**src/hdc_defs.svh**
```systemverilog
/*
   offsets, reset values, field positions and fixed figures of the haptic
   drive calibration register bank.
   assumes it is included by bare name before the package line or module.
*/
`ifndef HDC_DEFS_SVH
`define HDC_DEFS_SVH

// ==========================================================
// register offsets on the serial control bus
`define HDC_OFS_PEAK_DRIVE 8'h15
`define HDC_OFS_NOMINAL 8'h16
`define HDC_OFS_OD_LIMIT 8'h17
`define HDC_OFS_CAL_LOSS 8'h18
`define HDC_OFS_CAL_BEMF 8'h19

// ==========================================================
// reset values
`define HDC_RST_PEAK_DRIVE 8'hFF
`define HDC_RST_NOMINAL 8'h3E
`define HDC_RST_OD_LIMIT 8'h8C
`define HDC_RST_CAL_LOSS 8'h0C
`define HDC_RST_CAL_BEMF 8'h6F
`define HDC_RD_UNMAPPED 8'h00

// ==========================================================
// field positions and fixed figures
`define HDC_RW_BIT 0
`define HDC_ADDR_MSB 7
`define HDC_ADDR_LSB 1
`define HDC_BITS_PER_BYTE 4'h8
`define HDC_FULL_SCALE 8'hFF
`define HDC_BEMF_REF_MV 19'h004C4

`endif

```
**src/hdc_pkg.sv**
```systemverilog
/*
   types shared by the haptic drive calibration register bank modules.
   assumes hdc_defs.svh is on the include path.
*/
package hdc_pkg;

   // ==========================================================
   // serial slave states, one-hot
   typedef enum logic [8:0] {
      ST_IDLE = 9'h001,
      ST_ADDR = 9'h002,
      ST_ADDR_ACK = 9'h004,
      ST_PTR = 9'h008,
      ST_PTR_ACK = 9'h010,
      ST_WDATA = 9'h020,
      ST_WDATA_ACK = 9'h040,
      ST_RDATA = 9'h080,
      ST_RDATA_ACK = 9'h100
   } hdc_state_type;

   // ==========================================================
   // state records
   typedef struct packed {
      hdc_state_type state;
      logic [3:0] bits;
      logic [7:0] shift;
      logic [7:0] ptr;
      logic ack;
      logic sda_oe;
      logic sda_lvl;
      logic [7:0] peak;
      logic [7:0] nominal;
      logic [7:0] od;
      logic [7:0] loss;
      logic [7:0] bemf;
   } hdc_bank_type;

   typedef struct packed {
      logic cur;
      logic prev;
   } hdc_pin_type;

   typedef struct packed {
      logic [7:0] fullscale;
      logic [7:0] drive;
      logic [8:0] coef;
      logic [18:0] bemf_num;
      logic [11:0] bemf_den;
   } hdc_calc_type;

endpackage

```
**src/hdc_pin_track.sv**
```systemverilog
/*
   samples one control bus line and reports its level and edges.
   assumes the line is synchronous to clk_sys.
*/
`timescale 1ns/1ps
module hdc_pin_track
   import hdc_pkg::*;
#(
   parameter logic IDLE_LEVEL = 1'b1
)
(
   // clock and reset
   input wire logic clk_sys,
   input wire logic sys_rst,
   // line
   input wire logic pin_in,
   // sampled view
   output logic level,
   output logic rise,
   output logic fall
);

   hdc_pin_type q;
   hdc_pin_type d;

   always_comb
   begin
      d = q;
      d.cur = pin_in;
      d.prev = q.cur;
   end

   always_ff @(posedge clk_sys or posedge sys_rst)
   begin
      if (sys_rst)
      begin
         q <= '{cur: IDLE_LEVEL, prev: IDLE_LEVEL};
      end
      else
      begin
         q <= d;
      end
   end

   assign level = q.cur;
   assign rise = q.cur & ~q.prev;
   assign fall = ~q.cur & q.prev;

endmodule

```
**src/hdc_drive_calc.sv**
```systemverilog
/*
   derives the drive engine references from the register bank.
   assumes the register values and engine inputs are on clk_sys.
*/
`timescale 1ns/1ps
`include "hdc_defs.svh"
module hdc_drive_calc
   import hdc_pkg::*;
#(
   parameter logic [3:0] BEMF_SCALE_0 = 4'h1,
   parameter logic [3:0] BEMF_SCALE_1 = 4'h2,
   parameter logic [3:0] BEMF_SCALE_2 = 4'h3,
   parameter logic [3:0] BEMF_SCALE_3 = 4'h4
)
(
   // clock and reset
   input wire logic clk_sys,
   input wire logic sys_rst,
   // register values
   input wire logic [7:0] peak,
   input wire logic [7:0] nominal,
   input wire logic [7:0] od,
   input wire logic [7:0] loss,
   input wire logic [7:0] bemf,
   // engine side
   input wire logic open_loop,
   input wire logic [7:0] engine_level,
   input wire logic [1:0] backemf_scale_select,
   // derived values
   output logic [7:0] fullscale_ref,
   output logic [7:0] drive_level,
   output logic [8:0] loss_coef_num,
   output logic [18:0] bemf_fb_num,
   output logic [11:0] bemf_fb_den
);

   generate
      if (BEMF_SCALE_0 == 4'h0 || BEMF_SCALE_1 == 4'h0 ||
          BEMF_SCALE_2 == 4'h0 || BEMF_SCALE_3 == 4'h0)
      begin : g_bad_scale
         $error("back-EMF scale of zero cannot serve as a divisor");
      end
   endgenerate

   hdc_calc_type q;
   hdc_calc_type d;
   logic [3:0] scale;

   always_comb
   begin
      case (backemf_scale_select)
         2'h0: scale = BEMF_SCALE_0;
         2'h1: scale = BEMF_SCALE_1;
         2'h2: scale = BEMF_SCALE_2;
         default: scale = BEMF_SCALE_3;
      endcase
   end

   always_comb
   begin
      d = q;
      // open loop references the overdrive limit, closed loop the nominal
      d.fullscale = open_loop ? od : nominal; // [RULE2] [RULE3] [RULE7]
      // engine level capped at peak, both on a 255 = 100 % scale
      d.drive = (engine_level > peak) ? peak : engine_level; // [RULE1]
      // coefficient = coef / 255
      d.coef = 9'(`HDC_FULL_SCALE) + 9'(loss); // [RULE9]
      // volts = bemf_num / bemf_den / 1000
      d.bemf_num = 19'(bemf) * `HDC_BEMF_REF_MV; // [RULE11]
      d.bemf_den = 12'(`HDC_FULL_SCALE) * 12'(scale); // [RULE11]
   end

   always_ff @(posedge clk_sys or posedge sys_rst)
   begin
      if (sys_rst)
      begin
         q <= '0;
      end
      else
      begin
         q <= d;
      end
   end

   assign fullscale_ref = q.fullscale;
   assign drive_level = q.drive;
   assign loss_coef_num = q.coef;
   assign bemf_fb_num = q.bemf_num;
   assign bemf_fb_den = q.bemf_den;

endmodule

```
**src/hdc_regs.sv**
```systemverilog
/*
   haptic drive calibration register bank with its serial control slave.
   assumes scl and sda are synchronous to clk_sys and that the pad
   resolves sda from sda_oe as an open-drain line.
*/
// Operation
// [RULE1] An 8-bit peak drive value, reset 0xFF, caps drive at value/255.
// [RULE2] An 8-bit nominal level, reset 0x3E, is the closed-loop full scale.
// [RULE3] In open loop the nominal level is ignored for the full scale.
// [RULE4] The host programs the nominal level before calibration starts.
// [RULE5] The host should recalibrate after changing the nominal level.
// [RULE6] An 8-bit overdrive limit, reset 0x8C, bounds overdrive and brake.
// [RULE7] In open loop the overdrive limit is the full-scale reference.
// [RULE8] Calibration stores an 8-bit loss result, reset 0x0C, read/write.
// [RULE9] Playback gain is scaled by one plus the loss result over 255.
// [RULE10] Calibration stores an 8-bit back-EMF level, reset 0x6F.
// [RULE11] Feedback gain derives from back-EMF level/255*1.22 V/scale.
// [RULE12] Calibration results accept host writes; reads give the latest.
`timescale 1ns/1ps
`include "hdc_defs.svh"
module hdc_regs
   import hdc_pkg::*;
#(
   parameter logic [6:0] DEV_ADDR = 7'h2A,
   parameter logic [3:0] BEMF_SCALE_0 = 4'h1,
   parameter logic [3:0] BEMF_SCALE_1 = 4'h2,
   parameter logic [3:0] BEMF_SCALE_2 = 4'h3,
   parameter logic [3:0] BEMF_SCALE_3 = 4'h4
)
(
   // clock and reset
   input wire logic clk_sys,
   input wire logic sys_rst,
   // serial control bus
   input wire logic scl_in,
   input wire logic sda_in,
   output logic sda_out,
   output logic sda_oe,
   // calibration engine
   input wire logic cal_done,
   input wire logic [7:0] cal_loss_result,
   input wire logic [7:0] cal_backemf_result,
   // playback engine
   input wire logic open_loop,
   input wire logic [7:0] engine_level,
   input wire logic [1:0] backemf_scale_select,
   // register values
   output logic [7:0] audio_haptic_peak_drive,
   output logic [7:0] motor_nominal_level,
   output logic [7:0] overdrive_limit,
   output logic [7:0] calib_loss_factor,
   output logic [7:0] calib_backemf_level,
   // derived references
   output logic [7:0] fullscale_ref,
   output logic [7:0] drive_level,
   output logic [8:0] loss_coef_num,
   output logic [18:0] bemf_fb_num,
   output logic [11:0] bemf_fb_den
);

   // ==========================================================
   // reset image
   localparam hdc_bank_type BANK_RST = '{
      state: ST_IDLE,
      bits: 4'h0,
      shift: 8'h00,
      ptr: 8'h00,
      ack: 1'b0,
      sda_oe: 1'b0,
      sda_lvl: 1'b0,
      peak: `HDC_RST_PEAK_DRIVE,
      nominal: `HDC_RST_NOMINAL,
      od: `HDC_RST_OD_LIMIT,
      loss: `HDC_RST_CAL_LOSS,
      bemf: `HDC_RST_CAL_BEMF
   };

   hdc_bank_type q;
   hdc_bank_type d;

   logic scl_lvl;
   logic scl_rise;
   logic scl_fall;
   logic sda_lvl_s;
   logic sda_rise;
   logic sda_fall;
   logic start_seen;
   logic stop_seen;
   logic wr_en;
   logic [7:0] rd_cur;

   // ==========================================================
   // line sampling
   hdc_pin_track #(
      .IDLE_LEVEL(1'b1)
   ) u_scl (
      .clk_sys(clk_sys),
      .sys_rst(sys_rst),
      .pin_in(scl_in),
      .level(scl_lvl),
      .rise(scl_rise),
      .fall(scl_fall)
   );

   hdc_pin_track #(
      .IDLE_LEVEL(1'b1)
   ) u_sda (
      .clk_sys(clk_sys),
      .sys_rst(sys_rst),
      .pin_in(sda_in),
      .level(sda_lvl_s),
      .rise(sda_rise),
      .fall(sda_fall)
   );

   // sda moves while scl is high only at start and stop
   assign start_seen = scl_lvl & sda_fall;
   assign stop_seen = scl_lvl & sda_rise;

   // ==========================================================
   // read multiplexer
   function automatic logic [7:0] rd_sel(
      input hdc_bank_type s,
      input logic [7:0] a
   );
      logic [7:0] v;
      v = `HDC_RD_UNMAPPED;
      case (a)
         `HDC_OFS_PEAK_DRIVE: v = s.peak;
         `HDC_OFS_NOMINAL: v = s.nominal;
         `HDC_OFS_OD_LIMIT: v = s.od;
         `HDC_OFS_CAL_LOSS: v = s.loss;
         `HDC_OFS_CAL_BEMF: v = s.bemf;
         default: v = `HDC_RD_UNMAPPED;
      endcase
      return v;
   endfunction

   assign rd_cur = rd_sel(q, q.ptr);

   // ==========================================================
   // slave sequencing and register update
   always_comb
   begin
      d = q;
      wr_en = 1'b0;
      d.sda_lvl = 1'b0;
      if (start_seen)
      begin
         d.state = ST_ADDR;
         d.bits = 4'h0;
         d.sda_oe = 1'b0;
      end
      else if (stop_seen)
      begin
         d.state = ST_IDLE;
         d.sda_oe = 1'b0;
      end
      else if (scl_rise)
      begin
         case (q.state)
            ST_ADDR, ST_PTR, ST_WDATA:
            begin
               d.shift = {q.shift[6:0], sda_lvl_s};
               d.bits = q.bits + 4'h1;
            end
            ST_RDATA:
            begin
               d.bits = q.bits + 4'h1;
            end
            ST_RDATA_ACK:
            begin
               // low means the host wants another byte
               d.ack = ~sda_lvl_s;
               if (~sda_lvl_s)
               begin
                  d.ptr = q.ptr + 8'h01;
               end
            end
            default:
            begin
               d.bits = q.bits;
            end
         endcase
      end
      else if (scl_fall)
      begin
         case (q.state)
            ST_ADDR:
            begin
               if (q.bits == `HDC_BITS_PER_BYTE)
               begin
                  if (q.shift[`HDC_ADDR_MSB:`HDC_ADDR_LSB] == DEV_ADDR)
                  begin
                     d.state = ST_ADDR_ACK;
                     d.sda_oe = 1'b1;
                  end
                  else
                  begin
                     d.state = ST_IDLE;
                  end
               end
            end
            ST_ADDR_ACK:
            begin
               d.bits = 4'h0;
               if (q.shift[`HDC_RW_BIT])
               begin
                  d.state = ST_RDATA;
                  d.shift = rd_cur;
                  d.sda_oe = ~rd_cur[7];
               end
               else
               begin
                  d.state = ST_PTR;
                  d.sda_oe = 1'b0;
               end
            end
            ST_PTR:
            begin
               if (q.bits == `HDC_BITS_PER_BYTE)
               begin
                  d.ptr = q.shift;
                  d.state = ST_PTR_ACK;
                  d.sda_oe = 1'b1;
               end
            end
            ST_PTR_ACK:
            begin
               d.state = ST_WDATA;
               d.bits = 4'h0;
               d.sda_oe = 1'b0;
            end
            ST_WDATA:
            begin
               if (q.bits == `HDC_BITS_PER_BYTE)
               begin
                  wr_en = 1'b1;
                  d.state = ST_WDATA_ACK;
                  d.sda_oe = 1'b1;
               end
            end
            ST_WDATA_ACK:
            begin
               d.state = ST_WDATA;
               d.bits = 4'h0;
               d.ptr = q.ptr + 8'h01;
               d.sda_oe = 1'b0;
            end
            ST_RDATA:
            begin
               if (q.bits == `HDC_BITS_PER_BYTE)
               begin
                  d.state = ST_RDATA_ACK;
                  d.sda_oe = 1'b0;
               end
               else
               begin
                  d.shift = {q.shift[6:0], 1'b0};
                  d.sda_oe = ~q.shift[6];
               end
            end
            ST_RDATA_ACK:
            begin
               if (q.ack)
               begin
                  // pointer already advanced on the acknowledge edge
                  d.state = ST_RDATA;
                  d.bits = 4'h0;
                  d.shift = rd_cur;
                  d.sda_oe = ~rd_cur[7];
               end
               else
               begin
                  d.state = ST_IDLE;
                  d.sda_oe = 1'b0;
               end
            end
            default:
            begin
               d.sda_oe = 1'b0;
            end
         endcase
      end

      // host write into the addressed register
      if (wr_en)
      begin
         case (q.ptr)
            `HDC_OFS_PEAK_DRIVE: d.peak = q.shift; // [RULE1]
            `HDC_OFS_NOMINAL: d.nominal = q.shift; // [RULE2]
            `HDC_OFS_OD_LIMIT: d.od = q.shift; // [RULE6]
            `HDC_OFS_CAL_LOSS: d.loss = q.shift; // [RULE12]
            `HDC_OFS_CAL_BEMF: d.bemf = q.shift; // [RULE12]
            default: d.peak = d.peak;
         endcase
      end

      // calibration result wins over a host write in the same cycle
      if (cal_done)
      begin
         d.loss = cal_loss_result; // [RULE8]
         d.bemf = cal_backemf_result; // [RULE10]
      end
   end

   always_ff @(posedge clk_sys or posedge sys_rst)
   begin
      if (sys_rst)
      begin
         q <= BANK_RST;
      end
      else
      begin
         q <= d;
      end
   end

   // ==========================================================
   // derived references for the drive engine
   hdc_drive_calc #(
      .BEMF_SCALE_0(BEMF_SCALE_0),
      .BEMF_SCALE_1(BEMF_SCALE_1),
      .BEMF_SCALE_2(BEMF_SCALE_2),
      .BEMF_SCALE_3(BEMF_SCALE_3)
   ) u_calc (
      .clk_sys(clk_sys),
      .sys_rst(sys_rst),
      .peak(q.peak),
      .nominal(q.nominal),
      .od(q.od),
      .loss(q.loss),
      .bemf(q.bemf),
      .open_loop(open_loop),
      .engine_level(engine_level),
      .backemf_scale_select(backemf_scale_select),
      .fullscale_ref(fullscale_ref),
      .drive_level(drive_level),
      .loss_coef_num(loss_coef_num),
      .bemf_fb_num(bemf_fb_num),
      .bemf_fb_den(bemf_fb_den)
   );

   // ==========================================================
   // outputs
   assign sda_out = q.sda_lvl;
   assign sda_oe = q.sda_oe;
   assign audio_haptic_peak_drive = q.peak;
   // nominal level also feeds calibration as its rated input
   assign motor_nominal_level = q.nominal; // [RULE4]
   assign overdrive_limit = q.od; // [RULE6]
   assign calib_loss_factor = q.loss;
   assign calib_backemf_level = q.bemf;

endmodule

```
**config.mk**
```make
export PLATFORM = sky130hd
export DESIGN_NAME = hdc_regs
export DESIGN_NICKNAME = d
export VERILOG_FILES = /design/src/hdc_pkg.sv /design/src/hdc_pin_track.sv /design/src/hdc_drive_calc.sv /design/src/hdc_regs.sv
export VERILOG_INCLUDE_DIRS = /design/src
export SDC_FILE = /design/constraint.sdc
export NUM_CORES = 1
export LEC_CHECK = 0
export ABC_AREA = 0
export ABC_CLOCK_PERIOD_IN_PS = 5500
export BUFFER_PORTS_ARGS = -buffer_cell sky130_fd_sc_hd__buf_2
export CORE_UTILIZATION = 45
export DETAILED_ROUTE_END_ITERATION = 16
export PLACE_DENSITY = 0.77
export SETUP_SLACK_MARGIN = 0.05
export SLEW_MARGIN = 40
export SYNTH_ARGS = -nofsm -noshare
export SYNTH_HDL_FRONTEND = slang
export SYNTH_SLANG_ARGS = --single-unit
export TNS_END_PERCENT = 100
```
**constraint.sdc**
```tcl
create_clock -name clk_sys -period 5.5 [get_ports clk_sys]
set_input_delay 0.55 -clock clk_sys [delete_from_list [all_inputs] [get_ports clk_sys]]
set_output_delay 0.55 -clock clk_sys [all_outputs]
set_load 0.005 [all_outputs]
```
==> results by group <==
Outcome
  – Run status: finished with violations
  – Violated checks: DRC

Clock network
  – CTS resizes: 0
  – CTS max path bufs: 2
  – Number of setup buffers added after CTS: 0
  – H-tree depth: 4
  – Total of hold buffers inserted after clock tree synthesis: 0
  – Clock sink count: 125
  – Clock latency on the worst-skew pair: 0.42 ns
  – Clock root cell: sky130_fd_sc_hd__clkbuf_16
  – TritonCTS buffer count: 17
  – Clock transition at the register clock pins on the worst setup and hold paths after CTS: 0.06 ns
  – Clock tree from TritonCTS: yes

Final layout
  – Antenna diode count: 0
  – Share of layout cells above drive strength 1: 0.316
  – Number of nets in the layout: 896
  – Area growth from synthesis to layout: 14.4%
  – Most common cell after layout, fill and taps aside: sky130_fd_sc_hd__buf_2
  – Leading cell types in the layout, fill and taps excluded: 125 x sky130_fd_sc_hd__buf_2, 96 x sky130_fd_sc_hd__dfrtp_1, 62 x sky130_fd_sc_hd__ha_1

GRT
  – Maximum number of pins on one net before global-route repair: 82
  – Antenna violations before repair: 0
  – All-Layer GR Usage: 0.213
  – Via count of the first global-routing pass: 5459
  – First-pass GRT wire length: 28.8 mm
  – Residual overflow from global routing: 0

STA
  – Final setup violation count: 0
  – Final hold violations: 0
  – RSZ-0062 raised after global routing: no
  – Hold WS: 0.222 ns
  – Top achievable clock speed: 0.262 GHz
  – Setup TNS: 0 ns
  – Headroom to the max-slew limit: 0.516
  – Tcrit/Tclk final: 0.695
  – Clock Skew: 0.00706 ns
  – Max-slew violation count: 0
  – Time the worst path needs with I/O delays and setup: 3.82 ns
  – Actual transition at the worst max-transition pin: 0.716 ns

Route
  – Per-cell via count in the routed design: 5.50
  – Residual antenna-violating net count after detailed routing: 0
  – Total vias in the final route: 5644
  – Starting DRC count in detailed routing: 477
  – Drt wl/cell: 17.4 µm
  – Pre-Repair DR Iteration Count: 11
  – Final wirelength: 17.8 mm
  – Post-route DRC: 2

Power
  – Leakage: 4.24 nW
  – Maximum resistive drop on vdd: 212 µV
  – Overall power of the completed layout: 2.83 mW
  – Pwr per Cell Area: 327 nW/µm²

Min path
  – Hold worst-path end: u_sda.level
  – Instance count along the most critical hold path: 1
  – Path class of the lowest-slack min-delay path: primary input to flip-flop
  – Worst min-delay path startpoint: sda_in

Setup path
  – Number of cell instances on the worst register-to-register path: 13
  – Worst Path Arrival: 4.10 ns
  – Startpoint of the most critical register-to-register path: calib_backemf_level[6]
  – Capturing point of the worst reg2reg path: u_calc.bemf_fb_num[18]
  – Setup slack of the most critical reg-to-reg path: 1.68 ns
  – Peak fanout along the critical path: 8
  – Type of the worst setup path: flip-flop to flip-flop
  – Data required time of the worst path: 5.78 ns
  – CP Capture Type: flip-flop
  – Startpoint type of the worst setup path: flip-flop

Flow run
  – Total of max-cap violations: 0

Die
  – Die area: 17300 µm²
  – Core Region: 16500 µm²
  – Number of standard-cell rows in the floorplan: 47
  – Overall die height: 132 µm
  – Die span in x: 132 µm
  – Top-Level Pins: 130
  – Starting Density: 0.459

Synthesis
  – Async set-or-reset flop fraction in the synthesized netlist: 1.00
  – #FFs+latches synth: 125
  – Number of enable-type register cells in the synthesized netlist: 0
  – Average cell area after synthesis: 10.5 µm²
  – Yosys warning count: 0
  – Total standard cell area after synthesis: 7560 µm²
  – Portion of the post-synthesis area used by sequential elements: 0.419
  – Top FF cell, synth: sky130_fd_sc_hd__dfrtp_1
  – Post-Syn Instances: 719
  – Unique cell type count in the Yosys netlist: 73

Placed design
  – Placer congestion estimate: 0.853
  – HPWL after detailed placement: 12.7 mm
  – Port Buffers: 125
Yosys cell counts (3+ instances only):
| master | number | area, µm² |
|---|---|---|
| sky130_fd_sc_hd__a21o_1 | 6 | 45.0 |
| sky130_fd_sc_hd__a21oi_1 | 21 | 105 |
| sky130_fd_sc_hd__a221o_1 | 5 | 50.1 |
| sky130_fd_sc_hd__a221oi_1 | 5 | 43.8 |
| sky130_fd_sc_hd__a22o_1 | 3 | 26.3 |
| sky130_fd_sc_hd__a22oi_1 | 8 | 60.1 |
| sky130_fd_sc_hd__a31oi_1 | 5 | 31.3 |
| sky130_fd_sc_hd__a32oi_1 | 3 | 26.3 |
| sky130_fd_sc_hd__and2_1 | 5 | 31.3 |
| sky130_fd_sc_hd__and3_1 | 5 | 31.3 |
| sky130_fd_sc_hd__buf_2 | 5 | 25.0 |
| sky130_fd_sc_hd__buf_4 | 48 | 360 |
| sky130_fd_sc_hd__clkbuf_1 | 22 | 82.6 |
| sky130_fd_sc_hd__dfrtp_1 | 96 | 2400 |
| sky130_fd_sc_hd__dfstp_2 | 29 | 762 |
| sky130_fd_sc_hd__fa_1 | 8 | 160 |
| sky130_fd_sc_hd__ha_1 | 62 | 776 |
| sky130_fd_sc_hd__inv_1 | 50 | 188 |
| sky130_fd_sc_hd__mux2_2 | 44 | 495 |
| sky130_fd_sc_hd__mux2i_1 | 22 | 220 |
| sky130_fd_sc_hd__nand2_1 | 45 | 169 |
| sky130_fd_sc_hd__nand2b_1 | 4 | 25.0 |
| sky130_fd_sc_hd__nand3_1 | 15 | 75.1 |
| sky130_fd_sc_hd__nand3_2 | 3 | 30.0 |
| sky130_fd_sc_hd__nor2_1 | 34 | 128 |
| sky130_fd_sc_hd__nor2b_1 | 11 | 68.8 |
| sky130_fd_sc_hd__nor3_1 | 10 | 50.1 |
| sky130_fd_sc_hd__nor3b_1 | 4 | 30.0 |
| sky130_fd_sc_hd__nor4_1 | 3 | 18.8 |
| sky130_fd_sc_hd__nor4b_1 | 4 | 35.0 |
| sky130_fd_sc_hd__o21a_1 | 3 | 22.5 |
| sky130_fd_sc_hd__o21ai_0 | 48 | 240 |
| sky130_fd_sc_hd__o22ai_1 | 3 | 18.8 |
| sky130_fd_sc_hd__o31ai_1 | 3 | 22.5 |
| sky130_fd_sc_hd__o41ai_1 | 3 | 26.3 |
| sky130_fd_sc_hd__or2_2 | 6 | 37.5 |
| sky130_fd_sc_hd__or3_1 | 4 | 25.0 |
| sky130_fd_sc_hd__or4_1 | 3 | 22.5 |
| sky130_fd_sc_hd__xnor2_1 | 11 | 96.3 |
| sky130_fd_sc_hd__xor2_1 | 8 | 70.1 |
kinds of logic after synthesis:
kind of cell | Yosys count | share of synthesized area
adder cells (fa/ha/maj) | 70 | 0.124
multiplexers | 66 | 0.0947
buffers and inverters | 125 | 0.0867
AND/OR/NAND/NOR | 176 | 0.135
other | 2 | 0.000993
XOR/XNOR | 19 | 0.0220
AO/OA/AOI/OAI | 136 | 0.118
flip-flops | 125 | 0.419
worst max-delay path, cell delays in order, from the launching register on:
cell and delay, ns:
sky130_fd_sc_hd__dfstp_2 0.63, sky130_fd_sc_hd__ha_1 0.26, sky130_fd_sc_hd__ha_1 0.27, sky130_fd_sc_hd__inv_1 0.05, sky130_fd_sc_hd__fa_1 0.53, sky130_fd_sc_hd__inv_1 0.04
sky130_fd_sc_hd__ha_1 0.21, sky130_fd_sc_hd__fa_1 0.41, sky130_fd_sc_hd__a21o_1 0.21, sky130_fd_sc_hd__a21oi_1 0.22, sky130_fd_sc_hd__nor2b_1 0.08, sky130_fd_sc_hd__o21a_1 0.18
sky130_fd_sc_hd__o41ai_1 0.44, sky130_fd_sc_hd__o21ai_0 0.16
state kept, by name (all words and copies together) (netlist names), 8 cells and up:
| signal | flops |
|---|---|
| audio_haptic_peak_drive | 8 |
| calib_loss_factor | 8 |
| overdrive_limit | 8 |
| u_calc.bemf_fb_den | 8 |
| u_calc.bemf_fb_num | 17 |
| u_calc.drive_level | 8 |
| q | 30 |
| calib_backemf_level | 8 |
| motor_nominal_level | 8 |
| u_calc.fullscale_ref | 8 |
| u_calc.loss_coef_num | 9 |
area by class of cell:
class                   count  area, µm²
fillers                  1460       7820
multi-input cells         474       3760
flip-flops and latches    125       3160
repair buffers            126        633
clock buffers              19        443
well taps                 220        275
inverters                  50        193
clock inverters            13        178
worst max path at each step:
stage                                 startpoint                     end  cells after the start  slack [ns]
final                     calib_backemf_level[6]  u_calc.bemf_fb_num[18]                     13        1.68
after global routing      calib_backemf_level[6]  u_calc.bemf_fb_num[18]                     13        1.52
after CTS                 calib_backemf_level[6]  u_calc.bemf_fb_num[18]                     13        1.70
after detailed placement  calib_backemf_level[6]  u_calc.bemf_fb_num[18]                     13        1.75
after global placement    calib_backemf_level[6]  u_calc.bemf_fb_num[18]                     13        1.76
after floorplan                          sys_rst  calib_backemf_level[4]                      1        1.67
per-layer routing:
metal	part of all wire	global-route usage	wire, µm
met5	0	0	0
met2	0.49	0.343	8740
met4	0.016	0.0762	282
met3	0.053	0.0432	952
met1	0.44	0.282	7850
where the power goes:
| part | leakage [nW] | internal, mW | switching (mW) |
|---|---|---|---|
| clock network | 0.298 | 0.736 | 0.440 |
| registers | 1.54 | 1.02 | 0.0769 |
| logic | 2.41 | 0.250 | 0.311 |
through the flow:
stage | area (µm²) | cells | util | worst slack, ns
global route | 8650 | 1027 | 0.525 | 1.52
global placement | 8020 | 995 | 0.487 | 1.76
CTS | 8640 | 1027 | 0.525 | 1.70
finish | 8650 | 1027 | 0.525 | 1.68
floorplan | 7580 | 724 | - | 1.67
detailed placement | 8020 | 995 | 0.487 | 1.75
No activity file was read; power rests on OpenSTA's default activity.
